==> config.mk <==
export PLATFORM = sky130hd
export DESIGN_NAME = lzcsm_monitor
export DESIGN_NICKNAME = d
export VERILOG_FILES = /design/src/common/lzcsm_pkg.sv /design/src/hw/lzcsm_divider.sv /design/src/hw/lzcsm_monitor.sv
export SDC_FILE = /design/constraint.sdc
export NUM_CORES = 1
export LEC_CHECK = 0
export ABC_CLOCK_PERIOD_IN_PS = 113900
export BUFFER_PORTS_ARGS = -buffer_cell sky130_fd_sc_hd__buf_2
export CORE_ASPECT_RATIO = 0.6
export CORE_MARGIN = 1
export CORE_UTILIZATION = 60
export DETAILED_ROUTE_END_ITERATION = 8
export PLACE_DENSITY_LB_ADDON = 0.25
export SYNTH_ARGS = -nofsm -noshare
export SYNTH_HDL_FRONTEND = slang
export SYNTH_HIERARCHICAL = 1
export SYNTH_SLANG_ARGS = --single-unit
==> constraint.sdc <==
create_clock -name core_clk_i -period 113.9 [get_ports core_clk_i]
set_input_delay 17.085 -clock core_clk_i [delete_from_list [all_inputs] [get_ports core_clk_i]]
set_output_delay 17.085 -clock core_clk_i [all_outputs]
set_load 0.005 [all_outputs]
==> src/common/lzcsm_pkg.sv <==
// package: register map, field positions, reset values and timing counts
package lzcsm_pkg;
  // register indices (byte address is four times the low six bits of the index)
  localparam logic [7:0] IDX_LINE_PERIOD_OR_FREQUENCY  = 8'h0a;
  localparam logic [7:0] IDX_MODE_ONE  = 8'h0b;
  localparam logic [7:0] IDX_MODE_TWO  = 8'h0c;
  localparam logic [7:0] IDX_TOUT      = 8'h11;
  localparam logic [7:0] IDX_DIP_CYC   = 8'h13;
  localparam logic [7:0] IDX_DIP_LVL   = 8'h14;
  localparam logic [7:0] IDX_MIRQ_EN3  = 8'hdb;
  localparam logic [7:0] IDX_MIRQ_ST3  = 8'hde;
  localparam logic [7:0] IDX_SUP_EN    = 8'hec;
  localparam logic [7:0] IDX_SUP_FLAGS = 8'hf8;
  // field positions
  localparam int INTEG_EN_BIT  = 5;
  localparam int LPF_BYP_BIT   = 6;
  localparam int FREQ_SEL_BIT  = 1;
  localparam int ZX_BIT        = 0;
  localparam int CROSSING_TIMEOUT_FLAG_BIT      = 1;
  localparam int DIP_BIT       = 5;
  // reset values
  localparam logic [11:0] TOUT_RST   = 12'h0fff;
  localparam logic [7:0]  DIPCYC_RST = 8'h04;
  localparam logic [15:0] DIPLVL_RST = 16'h0000;
  // timing: clock and derived dividers
  localparam int CLK_HZ       = 25_000_000;
  localparam int MCLK_HZ      = 4_096_000;
  localparam int TOUT_DIV     = 160;
  localparam int PER_DIV      = 10;
  localparam int FREQ_LSB_DEN = 16;
  // frequency constant: f*16 = 16*MCLK/10 / period
  localparam int FREQ_NUM     = FREQ_LSB_DEN * MCLK_HZ / PER_DIV;
  // one-pole filter shift (corner near 63.7 Hz at sample rate MCLK/160)
  localparam int LPF_SHIFT    = 6;
endpackage : lzcsm_pkg

==> src/hw/lzcsm_divider.sv <==
// divider: one-cycle enable every DIV cycles of the core clock
`timescale 1ns/1ps
module lzcsm_divider #(
  parameter int DIV = 10
) (
  input  wire logic core_clk_i,
  input  wire logic sys_rst_i,
  output logic      tick_o
);
  localparam int W = $clog2(DIV + 1);
  logic [W-1:0] cnt;
  wire          wrap = (cnt == W'(DIV - 1));
  always_ff @(posedge core_clk_i or posedge sys_rst_i) begin
    if (sys_rst_i) begin
      cnt    <= '0;
      tick_o <= 1'b0;
    end else begin
      cnt    <= wrap ? '0 : cnt + 1'b1;
      tick_o <= wrap;
    end
  end
endmodule : lzcsm_divider

==> src/hw/lzcsm_monitor.sv <==
// line zero-cross, timeout, period and dip monitor with wishbone slave
//
// Overview of operation
// - integrator off at reset; enable bit 5 of mode one turns it on
// - integrator gives -20 dB/dec and about -90 degrees phase
// - zero cross taken from voltage filter output; filter bypassable
// - single pole filter, corner 63.7 Hz, about 2 ms delay
// - each rising zero crossing sets status bit; enable gates metering irq
// - metering irq holds until zero-cross flag cleared by software
// - 12-bit timeout counter decrements every 160 master clocks
// - timeout counter reloads programmed value on every rising zero crossing
// - programmed timeout value is 0xFFF after reset
// - counter reaching zero sets timeout flag; enable bit 1 gates irq
// - timeout register is readable and writable
// - mode two bit 1 selects period (0) or frequency (1)
// - 16-bit result refreshed once per line period
// - period counts master clock / 10, 60 Hz reads about 6827
// - frequency 0.0625 Hz per count, 60 Hz reads 960
// - dip flag sets after count minus one full cycles below level
// - dip enable gates supply irq until software clears flag
// - dip level compared with absolute filtered voltage
`timescale 1ns/1ps
module lzcsm_monitor
  import lzcsm_pkg::*;
#(
  parameter int DW = 16
) (
  input  wire logic          core_clk_i,
  input  wire logic          sys_rst_i,
  input  wire logic [7:0]    wb_adr_i,
  input  wire logic [31:0]   wb_dat_i,
  input  wire logic [3:0]    wb_sel_i,
  input  wire logic          wb_we_i,
  input  wire logic          wb_cyc_i,
  input  wire logic          wb_stb_i,
  output logic      [31:0]   wb_dat_o,
  output logic               wb_ack_o,
  input  wire logic          sample_valid_i,
  input  wire logic [DW-1:0] volt_sample_i,
  input  wire logic [DW-1:0] curr_sample_i,
  output logic      [DW-1:0] curr_out_o,
  output logic               zero_cross_event_o,
  output logic               metering_irq_o,
  output logic               supply_irq_o
);
  // ****************************************
  // register bus
  // ****************************************
  logic [7:0]  mode_control_one;
  logic [7:0]  mode_control_two;
  logic [11:0] crossing_timeout_reload;
  logic [7:0]  dip_cycle_count;
  logic [15:0] dip_threshold_level;
  logic [7:0]  metering_irq_enable_three;
  logic [7:0]  metering_irq_status_three;
  logic [7:0]  supply_mgmt_irq_enable;
  logic [7:0]  supply_mgmt_irq_flags;
  logic [15:0] line_period_or_frequency;

  wire       req   = wb_cyc_i & wb_stb_i & ~wb_ack_o;
  wire       wr    = req & wb_we_i;
  wire       wr_l  = wr & wb_sel_i[0];
  wire       wr_h  = wr & wb_sel_i[1];

  function automatic logic hit(input logic [7:0] a, input logic [7:0] idx);
    hit = (a == {idx[5:0], 2'b00});
  endfunction : hit

  // index of documented offsets, low six bits scaled by four
  wire h_pf  = hit(wb_adr_i, IDX_LINE_PERIOD_OR_FREQUENCY);
  wire h_m1  = hit(wb_adr_i, IDX_MODE_ONE);
  wire h_m2  = hit(wb_adr_i, IDX_MODE_TWO);
  wire h_to  = hit(wb_adr_i, IDX_TOUT);
  wire h_dc  = hit(wb_adr_i, IDX_DIP_CYC);
  wire h_dl  = hit(wb_adr_i, IDX_DIP_LVL);
  wire h_me  = hit(wb_adr_i, IDX_MIRQ_EN3);
  wire h_ms  = hit(wb_adr_i, IDX_MIRQ_ST3);
  wire h_se  = hit(wb_adr_i, IDX_SUP_EN);
  wire h_sf  = hit(wb_adr_i, IDX_SUP_FLAGS);

  logic [31:0] rd_mux;
  assign rd_mux =
      h_pf ? {16'h0000, line_period_or_frequency} :
      h_m1 ? {24'h00_0000, mode_control_one} :
      h_m2 ? {24'h00_0000, mode_control_two} :
      h_to ? {20'h0_0000, crossing_timeout_reload} :
      h_dc ? {24'h00_0000, dip_cycle_count} :
      h_dl ? {16'h0000, dip_threshold_level} :
      h_me ? {24'h00_0000, metering_irq_enable_three} :
      h_ms ? {24'h00_0000, metering_irq_status_three} :
      h_se ? {24'h00_0000, supply_mgmt_irq_enable} :
      h_sf ? {24'h00_0000, supply_mgmt_irq_flags} : 32'h0000_0000;

  always_ff @(posedge core_clk_i or posedge sys_rst_i) begin
    if (sys_rst_i) begin
      wb_ack_o <= 1'b0;
      wb_dat_o <= 32'h0000_0000;
    end else begin
      wb_ack_o <= req;
      wb_dat_o <= req ? rd_mux : 32'h0000_0000;
    end
  end

  always_ff @(posedge core_clk_i or posedge sys_rst_i) begin
    if (sys_rst_i) begin
      mode_control_one          <= 8'h00;
      mode_control_two          <= 8'h00;
      crossing_timeout_reload   <= TOUT_RST;
      dip_cycle_count           <= DIPCYC_RST;
      dip_threshold_level       <= DIPLVL_RST;
      metering_irq_enable_three <= 8'h00;
      supply_mgmt_irq_enable    <= 8'h00;
    end else begin
      if (wr_l && h_m1) mode_control_one <= wb_dat_i[7:0];
      if (wr_l && h_m2) mode_control_two <= wb_dat_i[7:0];
      if (wr_l && h_to) crossing_timeout_reload[7:0] <= wb_dat_i[7:0];
      if (wr_h && h_to) crossing_timeout_reload[11:8] <= wb_dat_i[11:8];
      if (wr_l && h_dc) dip_cycle_count <= wb_dat_i[7:0];
      if (wr_l && h_dl) dip_threshold_level[7:0] <= wb_dat_i[7:0];
      if (wr_h && h_dl) dip_threshold_level[15:8] <= wb_dat_i[15:8];
      if (wr_l && h_me) metering_irq_enable_three <= wb_dat_i[7:0];
      if (wr_l && h_se) supply_mgmt_irq_enable <= wb_dat_i[7:0];
    end
  end

  // ****************************************
  // clock enables
  // ****************************************
  // master clock rate scaled onto the core clock; kHz keeps it in int range
  localparam int TO_CYC  = TOUT_DIV * (CLK_HZ / 1000) / (MCLK_HZ / 1000);
  localparam int PER_CYC = PER_DIV * CLK_HZ / MCLK_HZ;
  logic tick_to;
  lzcsm_divider #(.DIV(TO_CYC)) u_div_to (
    .core_clk_i (core_clk_i),
    .sys_rst_i  (sys_rst_i),
    .tick_o     (tick_to)
  );
  logic [7:0] per_div_cnt;
  wire        per_en = (per_div_cnt == 8'(PER_CYC - 1));
  always_ff @(posedge core_clk_i or posedge sys_rst_i) begin
    if (sys_rst_i) per_div_cnt <= 8'h00;
    else           per_div_cnt <= per_en ? 8'h00 : per_div_cnt + 8'h01;
  end

  // ****************************************
  // current integrator
  // ****************************************
  logic signed [DW+3:0] integ_acc;
  wire integ_on = mode_control_one[INTEG_EN_BIT];
  wire signed [DW+3:0] cur_ext = {{4{curr_sample_i[DW-1]}}, curr_sample_i};
  // leaky accumulator: -20 dB/dec and -90 deg above its small corner
  wire signed [DW+3:0] next_integ = integ_acc + cur_ext
                                    - (integ_acc >>> 8);
  always_ff @(posedge core_clk_i or posedge sys_rst_i) begin
    if (sys_rst_i) begin
      integ_acc  <= '0;
      curr_out_o <= '0;
    end else if (sample_valid_i) begin
      integ_acc  <= integ_on ? next_integ : '0;
      curr_out_o <= integ_on ? next_integ[DW+3:4] : curr_sample_i;
    end
  end

  // ****************************************
  // voltage filter and zero crossing
  // ****************************************
  logic signed [DW+LPF_SHIFT-1:0] lpf_acc;
  wire signed [DW-1:0] lpf_out = lpf_acc[DW+LPF_SHIFT-1:LPF_SHIFT];
  wire signed [DW+LPF_SHIFT-1:0] v_ext =
      {{LPF_SHIFT{volt_sample_i[DW-1]}}, volt_sample_i};
  // single pole y += (x - y) / 2^k
  wire signed [DW+LPF_SHIFT-1:0] next_lpf =
      lpf_acc + v_ext - (lpf_acc >>> LPF_SHIFT);
  wire lpf_byp = mode_control_one[LPF_BYP_BIT];
  wire signed [DW-1:0] zx_src = lpf_byp ? volt_sample_i : lpf_out;
  logic prev_sign;
  logic zx_pulse;
  always_ff @(posedge core_clk_i or posedge sys_rst_i) begin
    if (sys_rst_i) begin
      lpf_acc   <= '0;
      prev_sign <= 1'b0;
      zx_pulse  <= 1'b0;
    end else begin
      zx_pulse <= 1'b0;
      if (sample_valid_i) begin
        lpf_acc   <= next_lpf;
        prev_sign <= zx_src[DW-1];
        zx_pulse  <= prev_sign & ~zx_src[DW-1];  // rising crossing
      end
    end
  end
  always_ff @(posedge core_clk_i or posedge sys_rst_i) begin
    if (sys_rst_i) zero_cross_event_o <= 1'b0;
    else           zero_cross_event_o <= zx_pulse;
  end

  // ****************************************
  // timeout counter
  // ****************************************
  logic [11:0] tout_cnt;
  logic        tout_hit;
  always_ff @(posedge core_clk_i or posedge sys_rst_i) begin
    if (sys_rst_i) begin
      tout_cnt <= TOUT_RST;
      tout_hit <= 1'b0;
    end else begin
      tout_hit <= 1'b0;
      if (zx_pulse) tout_cnt <= crossing_timeout_reload;
      else if (tick_to && tout_cnt != 12'h000) begin
        tout_cnt <= tout_cnt - 12'h001;
        tout_hit <= (tout_cnt == 12'h001);
      end
    end
  end

  // ****************************************
  // period and frequency
  // ****************************************
  logic [15:0] per_cnt;
  logic        res_load;
  logic [15:0] next_res;
  wire  [31:0] freq_q = (per_cnt == 16'h0000) ? 32'h0000_0000 :
                        32'(FREQ_NUM) / {16'h0000, per_cnt};
  assign next_res = mode_control_two[FREQ_SEL_BIT] ? freq_q[15:0]
                                                   : per_cnt;
  always_ff @(posedge core_clk_i or posedge sys_rst_i) begin
    if (sys_rst_i) begin
      per_cnt                  <= 16'h0000;
      line_period_or_frequency <= 16'h0000;
    end else if (zx_pulse) begin
      per_cnt                  <= 16'h0000;
      line_period_or_frequency <= next_res;
    end else if (per_en && per_cnt != 16'hffff) begin
      per_cnt <= per_cnt + 16'h0001;
    end
  end

  // ****************************************
  // dip detection
  // ****************************************
  wire [DW-1:0] abs_v = lpf_out[DW-1] ? DW'(-lpf_out) : lpf_out;
  wire          below = (abs_v < dip_threshold_level);
  logic [7:0]   dip_cyc;
  logic         dip_set;
  always_ff @(posedge core_clk_i or posedge sys_rst_i) begin
    if (sys_rst_i) begin
      dip_cyc <= 8'h00;
      dip_set <= 1'b0;
    end else begin
      dip_set <= 1'b0;
      if (sample_valid_i && !below) dip_cyc <= 8'h00;
      else if (zx_pulse && below) begin
        dip_cyc <= dip_cyc + 8'h01;
        dip_set <= (dip_cyc + 8'h01 == dip_cycle_count - 8'h01);
      end
    end
  end

  // ****************************************
  // flags and interrupts
  // ****************************************
  wire clr_ms = wr_l & h_ms;
  wire clr_sf = wr_l & h_sf;
  always_ff @(posedge core_clk_i or posedge sys_rst_i) begin
    if (sys_rst_i) begin
      metering_irq_status_three <= 8'h00;
      supply_mgmt_irq_flags     <= 8'h00;
      metering_irq_o            <= 1'b0;
      supply_irq_o              <= 1'b0;
    end else begin
      // write one to clear; a set in the same cycle wins
      metering_irq_status_three <=
          (metering_irq_status_three & ~(clr_ms ? wb_dat_i[7:0] : 8'h00))
          | {6'h00, tout_hit, zx_pulse};
      supply_mgmt_irq_flags <=
          (supply_mgmt_irq_flags & ~(clr_sf ? wb_dat_i[7:0] : 8'h00))
          | {2'b00, dip_set, 5'b00000};
      metering_irq_o <= |(metering_irq_status_three
                          & metering_irq_enable_three);
      supply_irq_o   <= |(supply_mgmt_irq_flags
                          & supply_mgmt_irq_enable);
    end
  end

  // ****************************************
  // assertions
  // ****************************************
  chk_zx_flag_set: assert property (@(posedge core_clk_i)
    disable iff (sys_rst_i) zx_pulse |=> metering_irq_status_three[ZX_BIT])
    else $error("zero-cross flag not set");
  chk_to_reload: assert property (@(posedge core_clk_i)
    disable iff (sys_rst_i)
    zx_pulse |=> tout_cnt == $past(crossing_timeout_reload))
    else $error("timeout not reloaded");
  chk_to_flag: assert property (@(posedge core_clk_i)
    disable iff (sys_rst_i) tout_hit |=> metering_irq_status_three[CROSSING_TIMEOUT_FLAG_BIT])
    else $error("timeout flag not set");
  chk_irq_hold: assert property (@(posedge core_clk_i)
    disable iff (sys_rst_i)
    (metering_irq_status_three[ZX_BIT] & metering_irq_enable_three[ZX_BIT]
     & !clr_ms & !(wr_l & h_me)) |=> ##1 metering_irq_o)
    else $error("metering irq dropped");
  chk_dip_irq: assert property (@(posedge core_clk_i)
    disable iff (sys_rst_i)
    (dip_set && supply_mgmt_irq_enable[DIP_BIT] && !(wr_l && h_se))
    |=> ##1 supply_irq_o)
    else $error("supply irq missing");
  chk_integ_off: assert property (@(posedge core_clk_i)
    disable iff (sys_rst_i)
    (!integ_on && sample_valid_i) |=> curr_out_o == $past(curr_sample_i))
    else $error("integrator active while off");
  chk_per_update: assert property (@(posedge core_clk_i)
    disable iff (sys_rst_i)
    (zx_pulse && !mode_control_two[FREQ_SEL_BIT])
    |=> line_period_or_frequency == $past(per_cnt))
    else $error("period not latched");
  chk_to_dec: assert property (@(posedge core_clk_i)
    disable iff (sys_rst_i)
    (tick_to && !zx_pulse && tout_cnt != 12'h000)
    |=> tout_cnt == $past(tout_cnt) - 12'h001)
    else $error("timeout not decremented");
  cov_zx:  cover property (@(posedge core_clk_i) zx_pulse);
  cov_to:  cover property (@(posedge core_clk_i) tout_hit);
  cov_dip: cover property (@(posedge core_clk_i) dip_set);
endmodule : lzcsm_monitor

==> impl_metrics.toml <==
[place]
hpwlAfterDp_mm = 90.9
port_buffers = 99
gp_congestion = 0.976

[yosys]
yosysUniqueCellTypes = 134
synthFlopType = "dfrtp_1"
synth_seq_cells = 237
yosysSeqAreaShare_pct = 15.3
yosys_warnings = 6
synth_edf_count = 0
synth_cells = 5133
synth_area_mm2 = 0.0389
synthArstFlopShare_pct = 100
post_synth.cell_area_avg_um2 = 7.58

[sta]
fin_skew_ns = 0.0239
hold_violations = 0
max_freq_ghz = 0.0103
tns_ns = 0
tightest_slew_ns = 1.26
holdWs_ns = 0.444
drv_slew = 0
rsz0062_at_grt = "false"
slew_headroom_pct = 15.3
post-route-period-util_pct = 85.0
min_period_ns = 96.87
final-setup-viol-count = 0

[floorplan]
initial_core_util_pct = 61.4
die-area_mm2 = 0.0659
die_x_um = 331
num_rows = 71
ios = 134
die_h_um = 199
core-area_mm2 = 0.0633

[detailed_routing]
first_pass_iters = 7
drc = 0
via_count = 39100
vias_per_cell = 6.50
drt_wl_total_mm = 116
dr.first_iter.drc_count = 4395
ant_nets = 0
detail_route.wl_per_cell_um = 19.3

[clock_tree]
clockBufferDepth = 3
numCtsBuffers = 23
cts_setup_buffers = 0
numClockSinks = 237
clkLatencyLatePin_ns = 0.56
cts_hold_buf = 0
cts_resized = 0
cts.clk_slew.worst_paths_ns = 0.07
cts_tree = "yes"
root_buffer = "clkbuf_16"
h-tree-depth = 1

[pwr]
seqPwrFrac_pct = 32.3
clock_power_share_pct = 27.2
comb_power_share_pct = 40.5
p_sw_mw = 0.124
power_leakage_nw = 18.5
p_per_area_mw_per_mm2 = 7.95
switching_share_pct = 38.0
max-vdd-ir-drop_mv = 0.0155
p_int_mw = 0.202

[critical_path]
cp.arrival_ns = 97.28
crit_path_start_kind = "register"
crit_fanout = 48
rr_worst_depth = 406
cp.required_ns = 114.31
path_class = "register to register"
worst_path_most_repeated_cell = "o21ai_0"
slowest_stage = "dfrtp_2"
cp-end-kind = "register"
slowest_delay_ns = 1.04
r2r_end = "line_period_or_frequency[0]"
r2r_slack_ns = 17.03
r2r_start = "per_cnt[0]"

[final_layout]
syn_to_final_growth_pct = 5.44
drive_gt1_share_pct = 9.48
antenna_cells = 0
fin_nets = 5713

[global_routing]
grt_pass1_vias = 34700
grt_pass1_wl_mm = 185
grt-ovfl-total = 0
antenna_found_initial = 1
grt_max_degree = 97
grt_util_all_layers_pct = 34.3

[worst_hold_path]
min_path_cells = 1
hold_class = "register to register"
min_to = "supply_mgmt_irq_flags[5]"
hp-start = "dip_set"

[run]
cap_violations = 0

[outcome]
status = "finished clean"
metrics by stage:
step	utilization, %	power (mW)	instance area (um^2)	setup slack [ns]	std cells
detailed placement	63.4	0.236	40200	20.37	5976
global route	64.8	0.350	41000	9.91	6018
global placement	63.4	0.231	40200	21.89	5976
floorplan	-	0.206	39000	31.32	5148
CTS	64.8	0.326	41000	19.91	6018
finish	64.8	0.326	41000	17.03	6018
critical path, delay by kind of cell, from the launching register on:
family | cells | cell delay, ns
compound gates | 251 | 56.73
fa+ha+maj | 31 | 10.79
buf+inv | 18 | 4.01
flops | 1 | 1.04
mux | 7 | 2.20
simple gates | 99 | 21.63
layout by cell type, fill, tap and decap left out, types with 33 or more instances in the layout:
cell and n:
nor2_1 463, ha_1 429, nand2_1 420, a21oi_1 401, o21ai_0 376, inv_1 366, xnor2_1 255, dfrtp_1 210
a21o_1 176, nand3_1 140, mux2_2 138, nand2b_1 114, xor2_1 104, buf_2 99, nor3_1 88, nand4_1 69
nor2b_1 61, o21a_1 61, o31ai_1 61, a22oi_1 60, o21bai_1 59, buf_4 58, a21boi_0 47, a31oi_1 45
and3_1 44, and2_1 44, or3_1 42, mux2i_1 40, fa_1 40, nor4_1 39, a211oi_1 39, o21ai_1 35
o211ai_1 34, or2_2 33
cell type report:
cell class / instances / area [um^2]
sequential: 237 / 5960
multi-input combinational: 4374 / 30800
inverter: 369 / 1390
clock inverter: 14 / 228
fill: 5522 / 22300
timing repair buffer: 157 / 931
clock buffer: 28 / 624
tap: 839 / 1050
worst max-delay path by stage:
stage | start | endpoint | slack (ns) | cells past startpoint
2_1_floorplan | per_cnt[0] | line_period_or_frequency[0] | 31.32 | 443
3_3_place_gp | per_cnt[0] | line_period_or_frequency[0] | 21.89 | 405
3_5_place_dp | per_cnt[0] | line_period_or_frequency[0] | 20.37 | 408
4_1_cts | per_cnt[0] | line_period_or_frequency[0] | 19.91 | 408
5_1_grt | per_cnt[0] | line_period_or_frequency[0] | 9.91 | 406
6_report | per_cnt[0] | line_period_or_frequency[0] | 17.03 | 406
sequential cells by signal, indices dropped and copies added (netlist names), 8 cells and up:
| signal | flops |
|---|---|
| wb_dat_o | 16 |
| u_div_to/cnt | 10 |
| dip_cyc | 8 |
| line_period_or_frequency | 16 |
| per_cnt | 16 |
| curr_out_o | 16 |
| integ_acc | 20 |
| mode_control_two | 8 |
| supply_mgmt_irq_enable | 8 |
| dip_cycle_count | 8 |
| dip_threshold_level | 16 |
| metering_irq_status_three | 8 |
| lpf_acc | 22 |
| mode_control_one | 8 |
| tout_cnt | 12 |
| metering_irq_enable_three | 8 |
| crossing_timeout_reload | 12 |
| per_div_cnt | 8 |
| supply_mgmt_irq_flags | 8 |
Yosys cell counts, drive strengths merged (48+ instances only):
cell / count / area (um^2)
o21bai: 59 / 443
a21o: 177 / 1340
nor4: 49 / 422
o31ai: 61 / 458
o21ai: 412 / 2070
nand3: 143 / 738
mux2: 140 / 1580
dfrtp: 212 / 5310
nor2: 466 / 1760
a22oi: 61 / 463
inv: 367 / 1380
nor2b: 61 / 382
nand2: 421 / 1580
xnor2: 255 / 2230
a21boi: 48 / 360
a21oi: 404 / 2030
clkbuf: 99 / 373
xor2: 105 / 927
nand4: 73 / 482
ha: 429 / 5370
nor3: 95 / 518
nand2b: 114 / 713
o21a: 62 / 467
buf: 69 / 424
kinds of logic after synthesis:
logic type / Yosys count / synth area share (%)
multiplexers: 183 / 5.21
flip-flops: 237 / 15.3
other: 1 / 0.00963
adder cells (fa/ha/maj): 469 / 15.8
XOR/XNOR: 360 / 8.12
buffers and inverters: 537 / 5.61
AND/OR/NAND/NOR: 1694 / 21.9
AO/OA/AOI/OAI: 1652 / 27.9
metal layers:
| layer | share of wire (%) | wire length, um | GRT usage (%) | vias up |
|---|---|---|---|---|
| met5 | 0 | 0 | 0 | - |
| li1 | - | - | - | 18800 |
| met1 | 49 | 56800 | 55.3 | 18300 |
| met2 | 37 | 43000 | 45.2 | 1920 |
| met3 | 13 | 14800 | 7.98 | 142 |
| met4 | 1.4 | 1640 | 5.10 | 0 |
power by group through the flow:
stage / clock network [mW] / registers [mW] / logic, mW
2_1_floorplan: 0 / 0.102 / 0.104
3_3_place_gp: 0 / 0.106 / 0.124
3_5_place_dp: 0 / 0.106 / 0.130
4_1_cts: 0.0891 / 0.105 / 0.131
5_1_grt: 0.0929 / 0.106 / 0.151
6_report: 0.0886 / 0.105 / 0.132
(Power assumes the default switching activity.)
